`config.mk`:
```
export PLATFORM = sky130hd
export DESIGN_NAME = exception_lowpower_control
export DESIGN_NICKNAME = d
export VERILOG_FILES = /design/src/hw/exception_lowpower_pkg.sv /design/src/hw/exception_lowpower_control.sv
export SDC_FILE = /design/constraint.sdc
export NUM_CORES = 1
export LEC_CHECK = 0
export BUFFER_PORTS_ARGS = -buffer_cell sky130_fd_sc_hd__buf_2
export CAP_MARGIN = 5
export CORE_MARGIN = 2
export CORE_UTILIZATION = 46
export DETAILED_ROUTE_END_ITERATION = 8
export MAX_ROUTING_LAYER = met4
export PLACE_DENSITY = 0.81
export SYNTH_ARGS = -nofsm -noshare
export SYNTH_HDL_FRONTEND = slang
export SYNTH_SLANG_ARGS = --single-unit
```
`constraint.sdc`:
```
create_clock -name clk_sys_in -period 2.22 [get_ports clk_sys_in]
set_input_delay 0.222 -clock clk_sys_in [delete_from_list [all_inputs] [get_ports clk_sys_in]]
set_output_delay 0.222 -clock clk_sys_in [all_outputs]
set_load 0.05 [all_outputs]
```
`src/hw/exception_lowpower_pkg.sv`:
```
package exception_lowpower_pkg;

    // Register byte offsets on the APB side.
    localparam logic [7:0] BREAK_STATUS_OFFSET = 8'h00;
    localparam logic [7:0] BREAK_FLAG_CONTROL_OFFSET = 8'h04;
    localparam logic [7:0] CONFIG_OFFSET = 8'h08;
    localparam logic [7:0] STATE_OFFSET = 8'h0c;

    // Field positions.
    localparam int BREAK_WAKE_FLAG_BIT = 0;
    localparam int BREAK_CLEAR_ENABLE_BIT = 0;
    localparam int SHORT_RECOVERY_BIT = 0;
    localparam int WATCHDOG_DISABLE_BIT = 1;
    localparam int STATE_MODE_LSB = 0;
    localparam int STATE_BREAK_BIT = 4;
    localparam int STATE_LATCHED_BIT = 5;
    localparam int STATE_VECTOR_LSB = 8;

    // Reset values.
    localparam logic CONFIG_SHORT_RECOVERY_RESET = 1'b0;
    localparam logic CONFIG_WATCHDOG_DISABLE_RESET = 1'b0;
    localparam logic BREAK_CLEAR_ENABLE_RESET = 1'b0;

    // Stop recovery lengths in crystal clock cycles.
    localparam int LONG_RECOVERY_CYCLES = 4096;
    localparam int SHORT_RECOVERY_CYCLES = 32;
    localparam int RECOVERY_COUNT_WIDTH = 13;

    // Vector selection codes handed to the core.
    localparam logic [7:0] VECTOR_NONE = 8'h00;
    localparam logic [7:0] VECTOR_SOFTWARE = 8'h01;
    localparam logic [7:0] VECTOR_HW_BASE = 8'h02;

    // Program counter adjustment pushed on entry.
    localparam logic [1:0] PC_ADJUST_HW = 2'h1;
    localparam logic [1:0] PC_ADJUST_SOFTWARE = 2'h0;

    typedef enum logic [2:0] {
        MODE_RUN = 3'b000,
        MODE_STACK = 3'b001,
        MODE_WAIT = 3'b010,
        MODE_STOP = 3'b011,
        MODE_RECOVER = 3'b100
    } mode_t;

    // Entry sequence, one bus cycle per step: five pushes, then two vector fetches.
    typedef enum logic [2:0] {
        STEP_PC_LOW = 3'b000,
        STEP_PC_HIGH = 3'b001,
        STEP_INDEX_X = 3'b010,
        STEP_ACCUM = 3'b011,
        STEP_COND_CODES = 3'b100,
        STEP_VECTOR_HIGH = 3'b101,
        STEP_VECTOR_LOW = 3'b110
    } stack_step_t;

endpackage

```
`src/hw/exception_lowpower_control.sv`:
```
`timescale 1ns/1ps
`default_nettype none

module exception_lowpower_control #(
    parameter int NUM_SOURCES = 8,
    parameter int LONG_RECOVERY = exception_lowpower_pkg::LONG_RECOVERY_CYCLES,
    parameter int SHORT_RECOVERY = exception_lowpower_pkg::SHORT_RECOVERY_CYCLES
) (
    input wire logic clk_sys_in,
    input wire logic rst_in,
    input wire logic psel_in,
    input wire logic penable_in,
    input wire logic pwrite_in,
    input wire logic [7:0] paddr_in,
    input wire logic [31:0] pwdata_in,
    output logic [31:0] prdata_out,
    output logic pready_out,
    output logic pslverr_out,
    input wire logic [NUM_SOURCES-1:0] irq_request_in,
    input wire logic [NUM_SOURCES-1:0] irq_enable_in,
    input wire logic cond_mask_in,
    input wire logic instr_done_in,
    input wire logic software_interrupt_op_in,
    input wire logic return_from_interrupt_op_in,
    input wire logic wait_op_in,
    input wire logic stop_op_in,
    input wire logic break_request_in,
    input wire logic reset_source_in,
    input wire logic crystal_clock_in,
    output logic stacking_out,
    output logic [2:0] stack_step_out,
    output logic [1:0] pc_adjust_out,
    output logic [7:0] vector_code_out,
    output logic set_mask_out,
    output logic clear_mask_out,
    output logic break_state_out,
    output logic flag_clear_allow_out,
    output logic core_clock_enable_out,
    output logic periph_clock_enable_out,
    output logic main_clock_enable_out,
    output logic crystal_clock_enable_out,
    output logic sys_counter_reset_out,
    output logic watchdog_run_out
);

    localparam int IDX_W = (NUM_SOURCES > 1) ? $clog2(NUM_SOURCES) : 1;
    localparam int CW = exception_lowpower_pkg::RECOVERY_COUNT_WIDTH;

    initial begin
        if (NUM_SOURCES < 1 || NUM_SOURCES > 200) begin
            $error("NUM_SOURCES out of range");
        end
        if (LONG_RECOVERY < 1 || SHORT_RECOVERY < 1 || LONG_RECOVERY >= (1 << CW)) begin
            $error("Recovery lengths out of range");
        end
    end

    ////////////////////////////////////////////////////////////////////////////////
    // State.

    exception_lowpower_pkg::mode_t mode_q, mode_d;
    logic [2:0] step_q, step_d;
    logic latched_q, latched_d;
    logic [7:0] vector_q, vector_d;
    logic [1:0] adjust_q, adjust_d;
    logic break_state_q, break_state_d;
    logic wake_break_q, wake_break_d;
    logic set_mask_q, set_mask_d;
    logic clear_mask_q, clear_mask_d;
    logic [CW-1:0] recover_cnt_q, recover_cnt_d;
    logic break_wake_flag_q, break_wake_flag_d;
    logic break_clear_enable_q;
    logic short_recovery_q;
    logic watchdog_disable_q;
    logic [31:0] prdata_q;
    logic xtal_s1_q, xtal_s2_q, xtal_s3_q, xtal_level_q;

    ////////////////////////////////////////////////////////////////////////////////
    // Crystal clock input: three stages, an edge counts once stages two and three agree.

    always_ff @(posedge clk_sys_in) begin
        if (rst_in) begin
            xtal_s1_q <= 1'b0;
            xtal_s2_q <= 1'b0;
            xtal_s3_q <= 1'b0;
            xtal_level_q <= 1'b0;
        end else begin
            xtal_s1_q <= crystal_clock_in;
            xtal_s2_q <= xtal_s1_q;
            xtal_s3_q <= xtal_s2_q;
            if (xtal_s2_q == xtal_s3_q) begin
                xtal_level_q <= xtal_s3_q;
            end
        end
    end

    // The system counter steps on the falling crystal edge.
    wire xtal_tick = xtal_level_q && !xtal_s2_q && !xtal_s3_q;

    ////////////////////////////////////////////////////////////////////////////////
    // Arbitration: the lowest index has the highest priority.

    wire [NUM_SOURCES-1:0] pending = irq_request_in & irq_enable_in;
    wire any_pending = |pending;
    logic [IDX_W-1:0] winner;

    always_comb begin
        winner = '0;
        for (int i = NUM_SOURCES - 1; i >= 0; i--) begin
            if (pending[i]) begin
                winner = IDX_W'(i);
            end
        end
    end

    wire [7:0] winner_code = exception_lowpower_pkg::VECTOR_HW_BASE + 8'(winner);

    // Reset sources bypass arbitration entirely.
    wire reset_hit = rst_in || reset_source_in;
    // A return counts as a boundary, so a waiting request beats the next instruction.
    wire boundary = instr_done_in || return_from_interrupt_op_in;
    wire hw_take = boundary && !cond_mask_in && any_pending;

    wire [CW-1:0] recover_limit = short_recovery_q ? CW'(SHORT_RECOVERY) :
        CW'(LONG_RECOVERY);

    ////////////////////////////////////////////////////////////////////////////////
    // Sequencer.

    always_comb begin
        mode_d = mode_q;
        step_d = step_q;
        latched_d = latched_q;
        vector_d = vector_q;
        adjust_d = adjust_q;
        break_state_d = break_state_q;
        wake_break_d = 1'b0;
        set_mask_d = 1'b0;
        clear_mask_d = 1'b0;
        recover_cnt_d = recover_cnt_q;
        if (return_from_interrupt_op_in) begin
            break_state_d = 1'b0;
        end
        case (mode_q)
            exception_lowpower_pkg::MODE_RUN: begin
                if (break_request_in && boundary) begin
                    latched_d = 1'b1;
                    vector_d = exception_lowpower_pkg::VECTOR_SOFTWARE;
                    adjust_d = exception_lowpower_pkg::PC_ADJUST_SOFTWARE;
                    break_state_d = 1'b1;
                    mode_d = exception_lowpower_pkg::MODE_STACK;
                    step_d = exception_lowpower_pkg::STEP_PC_LOW;
                end else if (software_interrupt_op_in) begin
                    latched_d = 1'b1;
                    vector_d = exception_lowpower_pkg::VECTOR_SOFTWARE;
                    adjust_d = exception_lowpower_pkg::PC_ADJUST_SOFTWARE;
                    mode_d = exception_lowpower_pkg::MODE_STACK;
                    step_d = exception_lowpower_pkg::STEP_PC_LOW;
                end else if (hw_take) begin
                    latched_d = 1'b1;
                    vector_d = winner_code;
                    adjust_d = exception_lowpower_pkg::PC_ADJUST_HW;
                    mode_d = exception_lowpower_pkg::MODE_STACK;
                    step_d = exception_lowpower_pkg::STEP_PC_LOW;
                end else if (wait_op_in) begin
                    clear_mask_d = 1'b1;
                    mode_d = exception_lowpower_pkg::MODE_WAIT;
                end else if (stop_op_in) begin
                    clear_mask_d = 1'b1;
                    mode_d = exception_lowpower_pkg::MODE_STOP;
                end
            end
            exception_lowpower_pkg::MODE_STACK: begin
                // The latched vector is frozen here; later requests wait their turn.
                if (step_q == exception_lowpower_pkg::STEP_COND_CODES) begin
                    set_mask_d = 1'b1;
                end
                if (step_q == exception_lowpower_pkg::STEP_VECTOR_LOW) begin
                    latched_d = 1'b0;
                    mode_d = exception_lowpower_pkg::MODE_RUN;
                end else begin
                    step_d = step_q + 3'h1;
                end
            end
            exception_lowpower_pkg::MODE_WAIT: begin
                if (break_request_in) begin
                    wake_break_d = 1'b1;
                    latched_d = 1'b1;
                    vector_d = exception_lowpower_pkg::VECTOR_SOFTWARE;
                    adjust_d = exception_lowpower_pkg::PC_ADJUST_SOFTWARE;
                    break_state_d = 1'b1;
                    mode_d = exception_lowpower_pkg::MODE_STACK;
                    step_d = exception_lowpower_pkg::STEP_PC_LOW;
                end else if (any_pending) begin
                    latched_d = 1'b1;
                    vector_d = winner_code;
                    adjust_d = exception_lowpower_pkg::PC_ADJUST_HW;
                    mode_d = exception_lowpower_pkg::MODE_STACK;
                    step_d = exception_lowpower_pkg::STEP_PC_LOW;
                end
            end
            exception_lowpower_pkg::MODE_STOP: begin
                recover_cnt_d = '0;
                if (break_request_in) begin
                    wake_break_d = 1'b1;
                    break_state_d = 1'b1;
                    mode_d = exception_lowpower_pkg::MODE_RECOVER;
                end else if (any_pending) begin
                    mode_d = exception_lowpower_pkg::MODE_RECOVER;
                end
            end
            exception_lowpower_pkg::MODE_RECOVER: begin
                if (xtal_tick) begin
                    recover_cnt_d = recover_cnt_q + CW'(1);
                end
                if (recover_cnt_q >= recover_limit) begin
                    // The winner is chosen when stacking actually starts.
                    latched_d = 1'b1;
                    vector_d = break_state_q ? exception_lowpower_pkg::VECTOR_SOFTWARE :
                        winner_code;
                    adjust_d = break_state_q ? exception_lowpower_pkg::PC_ADJUST_SOFTWARE :
                        exception_lowpower_pkg::PC_ADJUST_HW;
                    mode_d = exception_lowpower_pkg::MODE_STACK;
                    step_d = exception_lowpower_pkg::STEP_PC_LOW;
                end
            end
            default: begin
                mode_d = exception_lowpower_pkg::MODE_RUN;
            end
        endcase
        if (reset_hit) begin
            mode_d = exception_lowpower_pkg::MODE_RUN;
            step_d = exception_lowpower_pkg::STEP_PC_LOW;
            latched_d = 1'b0;
            vector_d = exception_lowpower_pkg::VECTOR_NONE;
            adjust_d = exception_lowpower_pkg::PC_ADJUST_SOFTWARE;
            break_state_d = 1'b0;
            wake_break_d = 1'b0;
            set_mask_d = 1'b0;
            clear_mask_d = 1'b0;
            recover_cnt_d = '0;
        end
    end

    always_ff @(posedge clk_sys_in) begin
        mode_q <= mode_d;
        step_q <= step_d;
        latched_q <= latched_d;
        vector_q <= vector_d;
        adjust_q <= adjust_d;
        break_state_q <= break_state_d;
        wake_break_q <= 1'b0;
        set_mask_q <= set_mask_d;
        clear_mask_q <= clear_mask_d;
        recover_cnt_q <= recover_cnt_d;
        if (!rst_in) begin
            wake_break_q <= wake_break_d;
        end
    end

    ////////////////////////////////////////////////////////////////////////////////
    // APB slave: zero wait states, read data captured in the setup cycle.

    wire setup_phase = psel_in && !penable_in;
    wire access_phase = psel_in && penable_in;
    wire hit_status = paddr_in == exception_lowpower_pkg::BREAK_STATUS_OFFSET;
    wire hit_control = paddr_in == exception_lowpower_pkg::BREAK_FLAG_CONTROL_OFFSET;
    wire hit_config = paddr_in == exception_lowpower_pkg::CONFIG_OFFSET;
    wire hit_state = paddr_in == exception_lowpower_pkg::STATE_OFFSET;
    wire mapped = hit_status || hit_control || hit_config || hit_state;
    wire wr_en = access_phase && pwrite_in;
    wire wr_status = wr_en && hit_status;
    wire wr_control = wr_en && hit_control;
    wire wr_config = wr_en && hit_config;

    logic [31:0] read_mux;
    always_comb begin
        read_mux = 32'h0000_0000;
        if (hit_status) begin
            read_mux[exception_lowpower_pkg::BREAK_WAKE_FLAG_BIT] = break_wake_flag_q;
        end
        if (hit_control) begin
            read_mux[exception_lowpower_pkg::BREAK_CLEAR_ENABLE_BIT] = break_clear_enable_q;
        end
        if (hit_config) begin
            read_mux[exception_lowpower_pkg::SHORT_RECOVERY_BIT] = short_recovery_q;
            read_mux[exception_lowpower_pkg::WATCHDOG_DISABLE_BIT] = watchdog_disable_q;
        end
        if (hit_state) begin
            read_mux[exception_lowpower_pkg::STATE_MODE_LSB +: 3] = mode_q;
            read_mux[exception_lowpower_pkg::STATE_BREAK_BIT] = break_state_q;
            read_mux[exception_lowpower_pkg::STATE_LATCHED_BIT] = latched_q;
            read_mux[exception_lowpower_pkg::STATE_VECTOR_LSB +: 8] = vector_q;
        end
    end

    // A break wake sets the flag even in the cycle software writes zero to it.
    always_comb begin
        break_wake_flag_d = break_wake_flag_q;
        if (wr_status && !pwdata_in[exception_lowpower_pkg::BREAK_WAKE_FLAG_BIT]) begin
            break_wake_flag_d = 1'b0;
        end
        if (wake_break_q) begin
            break_wake_flag_d = 1'b1;
        end
    end

    always_ff @(posedge clk_sys_in) begin
        if (rst_in) begin
            break_wake_flag_q <= 1'b0;
            break_clear_enable_q <= exception_lowpower_pkg::BREAK_CLEAR_ENABLE_RESET;
            short_recovery_q <= exception_lowpower_pkg::CONFIG_SHORT_RECOVERY_RESET;
            watchdog_disable_q <= exception_lowpower_pkg::CONFIG_WATCHDOG_DISABLE_RESET;
            prdata_q <= 32'h0000_0000;
        end else begin
            break_wake_flag_q <= break_wake_flag_d;
            if (wr_control) begin
                break_clear_enable_q <=
                    pwdata_in[exception_lowpower_pkg::BREAK_CLEAR_ENABLE_BIT];
            end
            if (wr_config) begin
                short_recovery_q <= pwdata_in[exception_lowpower_pkg::SHORT_RECOVERY_BIT];
                watchdog_disable_q <= pwdata_in[exception_lowpower_pkg::WATCHDOG_DISABLE_BIT];
            end
            if (setup_phase && !pwrite_in) begin
                prdata_q <= read_mux;
            end
        end
    end

    ////////////////////////////////////////////////////////////////////////////////
    // Outputs.

    wire in_wait = mode_q == exception_lowpower_pkg::MODE_WAIT;
    wire in_stop = mode_q == exception_lowpower_pkg::MODE_STOP;
    wire in_recover = mode_q == exception_lowpower_pkg::MODE_RECOVER;

    assign prdata_out = prdata_q;
    assign pready_out = 1'b1;
    assign pslverr_out = access_phase && !mapped;
    assign stacking_out = mode_q == exception_lowpower_pkg::MODE_STACK;
    assign stack_step_out = step_q;
    assign pc_adjust_out = adjust_q;
    assign vector_code_out = vector_q;
    assign set_mask_out = set_mask_q;
    assign clear_mask_out = clear_mask_q;
    assign break_state_out = break_state_q;
    // One enable covers two-step clears too, so a pre-break first step waits out break.
    assign flag_clear_allow_out = !break_state_q || break_clear_enable_q;
    assign core_clock_enable_out = !(in_wait || in_stop || in_recover);
    assign periph_clock_enable_out = !(in_stop || in_recover);
    assign main_clock_enable_out = !(in_stop || in_recover);
    assign crystal_clock_enable_out = !in_stop;
    assign sys_counter_reset_out = in_stop;
    assign watchdog_run_out = !watchdog_disable_q;

endmodule

`default_nettype wire

```
# Word level (Yosys, flattened, before mapping)
# Index checks and enable logic that the tools add are counted.
# word_totals
ramBits	0
out_inout_bits	58
register_bits	55
mem_bits_ro	0
n_memories	0
in_bits	70
elab_cells	167
latch_bits	0
# classes
div	0
n_shift	0
n_bitwise	4
n_lt_le_gt_ge	1
add_sub_neg	3
mux	71
n_eq_ne	18
n_reduce_logical	51
mul	0
# ops
cell	count
2-to-1 mux 3 bit	27
2-to-1 mux 8 bit	7
2-to-1 mux 13 bit	2
case mux 13 bit (2 select lines)	1
case mux 8 bit (3 select lines)	1
2-to-1 mux 1 bit	19
== test 8 x 4 -> 1 bit, second input constant	2
2-to-1 mux 2 bit	8
case mux 3 bit (5 select lines)	1
AND reduction 5 bit	3
logical AND 1 bit	14
adder 13 x 1 -> 13 bit, second input constant	1
greater-or-equal comparator 13 bit	1
zero test 1 bit	12
case mux 3 bit (4 select lines)	1
== test 3 bit, second input constant	3
logical OR 1 bit	9
AND 8 bit	1
== test 8 x 3 -> 1 bit, second input constant	1
zero test 8 bit	1
OR reduction 8 bit	1
== test 3 x 2 -> 1 bit, second input constant	2
!= test 3 bit, second input constant	2
!= test 6 bit, second input constant	1
other kinds (21)	27

# Longest topological paths before layout
# Gate-level depths: netlist (run 1).
# logic_depth
depth_word	14
mapped_depth	8
ltp_nobuf	8

# Worst setup path before layout (run 1)
# No wires, ideal clock.
# synth_path
path_kind	register to output
start	reg mode_q[1]
end	out periph_clock_enable_out
slack_ps	-401
arrival_ps	2399
n_path_buf	1
t_required_ps	1998
stages_incl_launch_ff	5
path_cell_list	dfxtp_1 -> nand3b_1 -> inv_1 -> nor2_1 -> buf_4
# synth_via
elab_chain_cells	3
elab_cells_between_ends	4
cone_classes	eq/ne (2); reduce/logical (2)
# synth_rtl
element	line_no	source
from (decl)	exception_lowpower_control.sv:61	exception_lowpower_pkg::mode_t mode_q, mode_d;
from (signal assigned)	exception_lowpower_control.sv:246	mode_q <= mode_d;
== test 3 x 2 -> 1 bit	exception_lowpower_control.sv:335	wire in_stop = mode_q == exception_lowpower_pkg::MODE_STOP;
net sys_counter_reset_out	exception_lowpower_control.sv:42	output logic sys_counter_reset_out,
logical OR 1 bit	-	
zero test 1 bit	-	
to (decl)	exception_lowpower_control.sv:39	output logic periph_clock_enable_out,
# The timed path passes the listed nets, and every way through them passes these cells.

==> flow_metrics.py, run 1 <==
metrics = {
    "die": {
        "rows": 27,
        "die_x_microns": 78.27,
        "initial_utilization_pct": 46.94,
        "die_h_microns": 78.27,
        "die_area_sq_um": 6126,
        "core_area_sq_um": 5405,
        "boundaryPins": 128,
    },
    "placement": {
        "place_inst": 444,
        "port_buffers": 68,
        "gp_congestion": 0.8334,
        "hpwl_mm": 4.301,
    },
    "timing": {
        "rsz0062_at_grt": "false",
        "min_period_over_period_pct": 91.17,
        "fmax_mhz": 494.1,
        "skew_ns": 0.003038,
        "drv_slew": 0,
        "setup_viol": 0,
        "final_hold_viol_count": 0,
        "whs_ns": 0.1339,
        "period_needed_ns": 2.024,
        "worstMarginPinSlew_ns": 0.5244,
        "final.setup.tns_ns": 0,
        "relSlewSlack_pct": 64.72,
    },
    "final_layout": {
        "layout_common_cells": "buf_2, dfxtp_1, nor2_1, conb_1, nand2_1",
        "area_growth_pct": 17.65,
        "final_cells": 453,
        "final_util_pct": 55.23,
        "diodes": 0,
        "layout-drive-gt1-share_pct": 24.93,
        "layout_commonest_cell": "buf_2",
        "fin_nets": 458,
    },
    "synth": {
        "synthTopCellsByArea": "dfxtp_1, buf_4, nor2_1",
        "syn_inst": 310,
        "ys_warn_count": 0,
        "ys_ff_latch": 46,
        "synth_edf_count": 0,
        "ys_seq_area_share_pct": 36.29,
        "avgSynthCellArea_sq_um": 8.185,
        "synthArstFlopShare_pct": 0,
        "ys_dominant_reg_cell": "dfxtp_1",
        "synth_top_cell_by_area": "dfxtp_1",
        "yosys.area.top_type_share_pct": 36.29,
        "netlist_area_sq_um": 2537,
        "ys_types": 48,
    },
    "critical_path": {
        "cp_top_family": "simple AND/OR/NAND/NOR gates",
        "r2r_start": "short_recovery_q$_SDFFE_PP0P_",
        "critical_path_class": "flop to flop",
        "cp.required_ns": 2.43,
        "worst-r2r-cell-count": 7,
        "crit_path_end_kind": "flop",
        "timing.reg2reg.setup_slack_ns": 0.20,
        "timing.rr.end": "stack_step_out[1]$_SDFFE_PP0P_",
        "crit_chain": "ha_1, or4b_1, o41ai_2, nand2_1, nand4_1, a31oi_1, o31ai_1",
        "max_stage_delay_ns": 0.45,
        "cpMaxStageDelayCell": "or4b_1",
        "startpoint_type": "flop",
        "critPathBufInv": 0,
        "crit_fanout": 6,
        "worst_ep_arrival_time_ns": 2.24,
    },
    "detailed_routing": {
        "vias": 2332,
        "dr.pass1.iters": 4,
        "drtIter0Drc": 105,
        "via_per_inst": 5.148,
        "ant_nets": 0,
        "finalWirelength_mm": 5.537,
        "wl_per_cell_microns": 12.22,
        "drc": 0,
    },
    "outcome": {
        "outcome": "finished, final reports clean",
    },
    "clock_network": {
        "root_buffer": "clkbuf_8",
        "cts_tree": "built",
        "ctsLongestPathBuffers": 2,
        "cts_hold_buf": 0,
        "htreeDepth": 2,
        "clock_sinks": 46,
        "clkLatencyLatePin_ns": 0.30,
        "cts_buffers": 5,
        "clk_pin_slew_worst_paths_ns": 0.09,
    },
    "pwr": {
        "power.leakage_uw": 0.001355,
        "power_uw": 1700,
        "peakVddDrop_mv": 0.3076,
        "p_per_area_nw_per_um2": 569.5,
    },
    "hold_path": {
        "min_path_cells": 2,
        "min_from": "crystal_clock_in",
        "min_to": "xtal_s1_q$_SDFF_PP0_",
        "worstHoldPathType": "primary input to flop",
    },
    "global_route": {
        "grt_max_degree": 20,
        "track_usage_pct": 18.30,
        "grt_pass1_vias": 2053,
        "grt-ovfl-total": 0,
        "grt_antenna_before_repair": 0,
        "grt_pass1_wl_mm": 8.735,
    },
    "job": {
        "cap_violations": 0,
    },
}
[layer usage]
metal / wire (microns) / GRT usage (%)
met5: 0 / -
met4: 79 / 7.544
met3: 267 / 3.218
met2: 2786 / 31.03
met1: 2403 / 21.53
[worst register-to-register path: stages, from the launching register on]
cell	delay (ns)
dfxtp_1	0.39
ha_1	0.15
or4b_1	0.45
o41ai_2	0.22
nand2_1	0.20
nand4_1	0.16
a31oi_1	0.12
o31ai_1	0.24
[synth_stat cells, types with 3 or more instances]
cell type and instances:
nand4_1 7, a21oi_1 19, nand3b_1 3, ha_1 8, a22oi_1 13, nor3_1 3, buf_4 30, nand3_1 15
nand2b_1 9, dfxtp_1 46, nand2_1 22, o21ai_0 6, nor2_1 46, clkbuf_1 9, and3_1 5, or3_1 4
inv_1 13, nor2b_1 4, a31oi_1 3, mux2i_1 4, xor2_1 7
[repair_timing]
| action | in CTS | in global routing |
|---|---|---|
| setup endpoints to repair | 0 | 4 |
| resized for setup | 0 | 3 |
| setup buffers | 0 | 0 |
[registers in the layout, summed over array words and instances, names as in the netlist]
signal / count
stack_step_out: 3
short_recovery_q: 1
mode_q: 3
xtal_s3_q: 1
latched_q: 1
break_wake_flag_q: 1
xtal_s2_q: 1
wake_break_q: 1
xtal_s1_q: 1
vector_code_out: 4
clear_mask_out: 1
watchdog_disable_q: 1
break_clear_enable_q: 1
recover_cnt_q: 13
break_state_out: 1
xtal_level_q: 1
prdata_out: 9
pc_adjust_out: 1
set_mask_out: 1
[per-stage QoR]
step	area (sq um)	setup WS [ns]
6_report	2985	0.1960
5_1_grt	2985	0.03801
4_1_cts	2953	0.01439
3_5_place_dp	2863	0.004169
3_3_place_gp	2863	0.07658
2_1_floorplan	2646	0.03256
[worst max path at each step]
stage,from,end,slack [ns],cells after the start
2_1_floorplan,mode_q[1]$_SDFFE_PP0P_,periph_clock_enable_out,0.03,4
3_3_place_gp,short_recovery_q$_SDFFE_PP0P_,vector_code_out[0]$_SDFFE_PP0P_,0.08,7
3_5_place_dp,short_recovery_q$_SDFFE_PP0P_,vector_code_out[0]$_SDFFE_PP0P_,0.004,7
4_1_cts,short_recovery_q$_SDFFE_PP0P_,vector_code_out[0]$_SDFFE_PP0P_,0.01,7
5_1_grt,mode_q[1]$_SDFFE_PP0P_,recover_cnt_q[12]$_SDFFE_PP0P_,0.04,5
6_report,short_recovery_q$_SDFFE_PP0P_,stack_step_out[1]$_SDFFE_PP0P_,0.20,7
[report_power, final]
part	switching [uW]	total [uW]	internal [uW]	leakage [uW]
clock	297	518	221	0.0000441
combinational	250	335	85.1	0.000939
sequential	10.7	847	836	0.000372
total	558	1700	1140	0.00136
[cell type report]
cell class                 count  area [sq um]
clock inverter                 3         21.27
multi-input combinational    240          1450
clock buffer                   5         68.82
inverter                      13         48.80
sequential                    46         920.9
timing repair buffer          74         385.4
fill                         518          2420
tap                           72         90.09
[cells by family after synthesis]
family	Yosys count	share of synthesized area [%]
adder cells (fa/ha/maj)	8	3.945
buffers and inverters	52	12.13
AND/OR/NAND/NOR	132	26.43
multiplexers	5	2.465
flip-flops	46	36.29
other	2	0.2960
AO/OA/AOI/OAI	56	15.34
XOR/XNOR	9	3.107
No activity file was read; power rests on OpenSTA's default activity.
==> run 2: changes to the inputs <==
CELL_PAD_IN_SITES_DETAIL_PLACEMENT = 0   (was unset)
CELL_PAD_IN_SITES_GLOBAL_PLACEMENT = 1   (was unset)
CORE_UTILIZATION = 32   (was 46)
PLACE_DENSITY = unset   (was 0.81)
PLACE_DENSITY_LB_ADDON = 0.1   (was unset)
==> run 2 against run 1 <==
Net effect: sequential cell count unchanged; critical path type unchanged; highest routed layer unchanged; global-route usage decreased by 4.3 points; sequential power about the same.
==> flow_metrics.py, run 2 (same netlist as run 1, synthesis figures left out) <==
metrics = {
    "pwr": {
        "swShare_pct": 31.06,
        "clock_power_share_pct": 29.8,
        "power_frac_seq_pct": 50.0,
        "p_per_area_nw_per_um2": 553.8,
        "power.leakage_uw": 0.001380,
        "p_int_uw": 1167,
        "peakVddDrop_mv": 0.2165,
        "power_switching_uw": 525.9,
        "combPwrFrac_pct": 20.2,
    },
    "critical_path": {
        "startpoint_type": "flop",
        "max_stage_delay_ns": 0.46,
        "cp_top_family": "simple AND/OR/NAND/NOR gates",
        "critical_path_class": "flop to flop",
        "critPathBufInv": 1,
        "crit_fanout": 6,
        "worst_ep_arrival_time_ns": 2.22,
        "crit_chain": "ha_1, or4b_1, o41ai_2, nand2_2, nor3b_4, buf_4, nand3b_1, a21oi_1",
        "cpMaxStageDelayCell": "or4b_1",
        "cp.required_ns": 2.39,
        "crit_path_end_kind": "flop",
    },
    "timing": {
        "min_period_over_period_pct": 92.11,
        "drv_slew": 0,
        "final_hold_viol_count": 0,
        "final.setup.tns_ns": 0,
        "rsz0062_at_grt": "false",
        "setup_viol": 0,
        "relSlewSlack_pct": 64.03,
        "fmax_mhz": 489.0,
        "worstMarginPinSlew_ns": 0.5346,
        "skew_ns": 0.004715,
        "period_needed_ns": 2.045,
    },
    "clock_network": {
        "clk_pin_slew_worst_paths_ns": 0.08,
        "ctsLongestPathBuffers": 2,
        "clock_sinks": 46,
        "htreeDepth": 2,
        "cts_buffers": 5,
        "cts_tree": "built",
        "clkLatencyLatePin_ns": 0.29,
        "root_buffer": "clkbuf_8",
    },
    "detailed_routing": {
        "highest_layer": "met4",
        "drtIter0Drc": 87,
        "wl_met3_microns": 260,
        "drc": 0,
        "finalWirelength_mm": 6.040,
        "route.met2.wl_mm": 2.843,
        "via_per_inst": 4.669,
        "dr.pass1.iters": 4,
        "wl_per_cell_microns": 12.40,
        "vias": 2274,
        "ant_nets": 0,
        "wl_met1_mm": 2.857,
    },
    "outcome": {
        "outcome": "finished, final reports clean",
    },
    "placement": {
        "gp_congestion": 0.7244,
        "port_buffers": 68,
        "place_area_sq_um": 2930,
        "hpwl_mm": 4.667,
    },
    "global_route": {
        "track_usage_pct": 14.00,
        "grt_pass1_vias": 2100,
        "grt_antenna_before_repair": 0,
        "grt_max_degree": 20,
        "grt_pass1_wl_mm": 9.535,
        "grt-ovfl-total": 0,
    },
    "final_layout": {
        "final_util_pct": 39.76,
        "multi_input_area_sq_um": 1446,
        "fin_nets": 464,
        "ff_latch_area_sq_um": 920.9,
        "layout_commonest_cell": "buf_2",
        "diodes": 0,
        "largest_register_ffs": 13,
        "layout-drive-gt1-share_pct": 25.71,
        "largest-register": "recover_cnt_q",
        "area_growth_pct": 20.46,
        "final_area_sq_um": 3057,
        "fill_cells": 847,
        "layout_common_cells": "buf_2, dfxtp_1, nor2_1, conb_1, nand2_1",
    },
    "die": {
        "die_x_microns": 93.05,
        "die_h_microns": 93.05,
        "rows": 32,
        "die_area_sq_um": 8657,
        "initial_utilization_pct": 33.01,
        "boundaryPins": 128,
        "core_area_sq_um": 7687,
    },
    "hold_path": {
        "worstHoldPathType": "primary input to flop",
    },
    "job": {
        "cap_violations": 0,
    },
}
-- run 2: changes by cell type in the layout (fill, tap and decap cells not counted) --
| cell | before | now |
|---|---|---|
| nand2_1 | 22 | 21 |
| nor4b_1 | 0 | 1 |
| nand2_2 | 0 | 1 |
| clkbuf_8 | 5 | 6 |
| buf_4 | 6 | 12 |
| clkinv_2 | 1 | 0 |
| nor4b_2 | 1 | 0 |
| clkinvlp_4 | 1 | 0 |
| clkinv_4 | 1 | 0 |
-- run 2: layout make-up --
class / instances / area share (%)
multi-input combinational: 240 / 47.32
timing repair buffer: 80 / 14.08
sequential: 46 / 30.13
inverter: 13 / 1.596
clock buffer: 6 / 2.702
tap: 102 / 4.175
-- run 2: worst register-to-register path: stages (launching register included) --
cell and delay [ns]:
dfxtp_1 0.39, ha_1 0.15, or4b_1 0.46, o41ai_2 0.27, nand2_2 0.16, nor3b_4 0.20
buf_4 0.15, nand3b_1 0.07, a21oi_1 0.07
-- run 2: routing by layer --
| layer | vias to the layer above | track usage [%] |
|---|---|---|
| met5 | - | - |
| met3 | 5 | 2.659 |
| met2 | 54 | 23.19 |
| met4 | 0 | 4.412 |
| li1 | 1175 | - |
| met1 | 1040 | 17.32 |
-- run 2: power by group through the flow --
stage	registers (uW)	logic (uW)	clock network, uW
after global placement	866	334	0
after detailed placement	866	336	0
final	846	343	504
after floorplan	884	269	0
after CTS	847	339	534
after global routing	848	371	562
-- run 2: timing repair --
item / CTS / global route
pin swaps: 0 / 1
hold buffers: 0 / 0
setup endpoints to repair: 1 / 9
cloned: 0 / 1
gates resized for setup: 1 / 2
setup buffers: 0 / 2
-- run 2: final timing paths --
path | start | end | slack (ns) | cells after the start
hold / removal | crystal_clock_in | xtal_s1_q$_SDFF_PP0_ | 0.14 | 2
setup reg to reg | short_recovery_q$_SDFFE_PP0P_ | vector_code_out[1]$_SDFFE_PP0P_ | 0.18 | 8
setup / recovery | short_recovery_q$_SDFFE_PP0P_ | vector_code_out[1]$_SDFFE_PP0P_ | 0.18 | 8
hold reg to reg | wake_break_q$_SDFF_PP0_ | break_wake_flag_q$_SDFFE_PP0P_ | 0.45 | 2
-- run 2: through the flow --
| step | instances | power [uW] | hold WS [ns] | setup slack, ns |
|---|---|---|---|---|
| after floorplan | 337 | 1153 | 0.3502 | 0.03256 |
| after global placement | 478 | 1200 | 0.4257 | 0.06849 |
| after detailed placement | 478 | 1202 | 0.4342 | 0.004431 |
| after CTS | 484 | 1719 | 0.1373 | 0.08456 |
| after global routing | 487 | 1782 | 0.1395 | 0.03312 |
| final | 487 | 1693 | 0.1404 | 0.1751 |
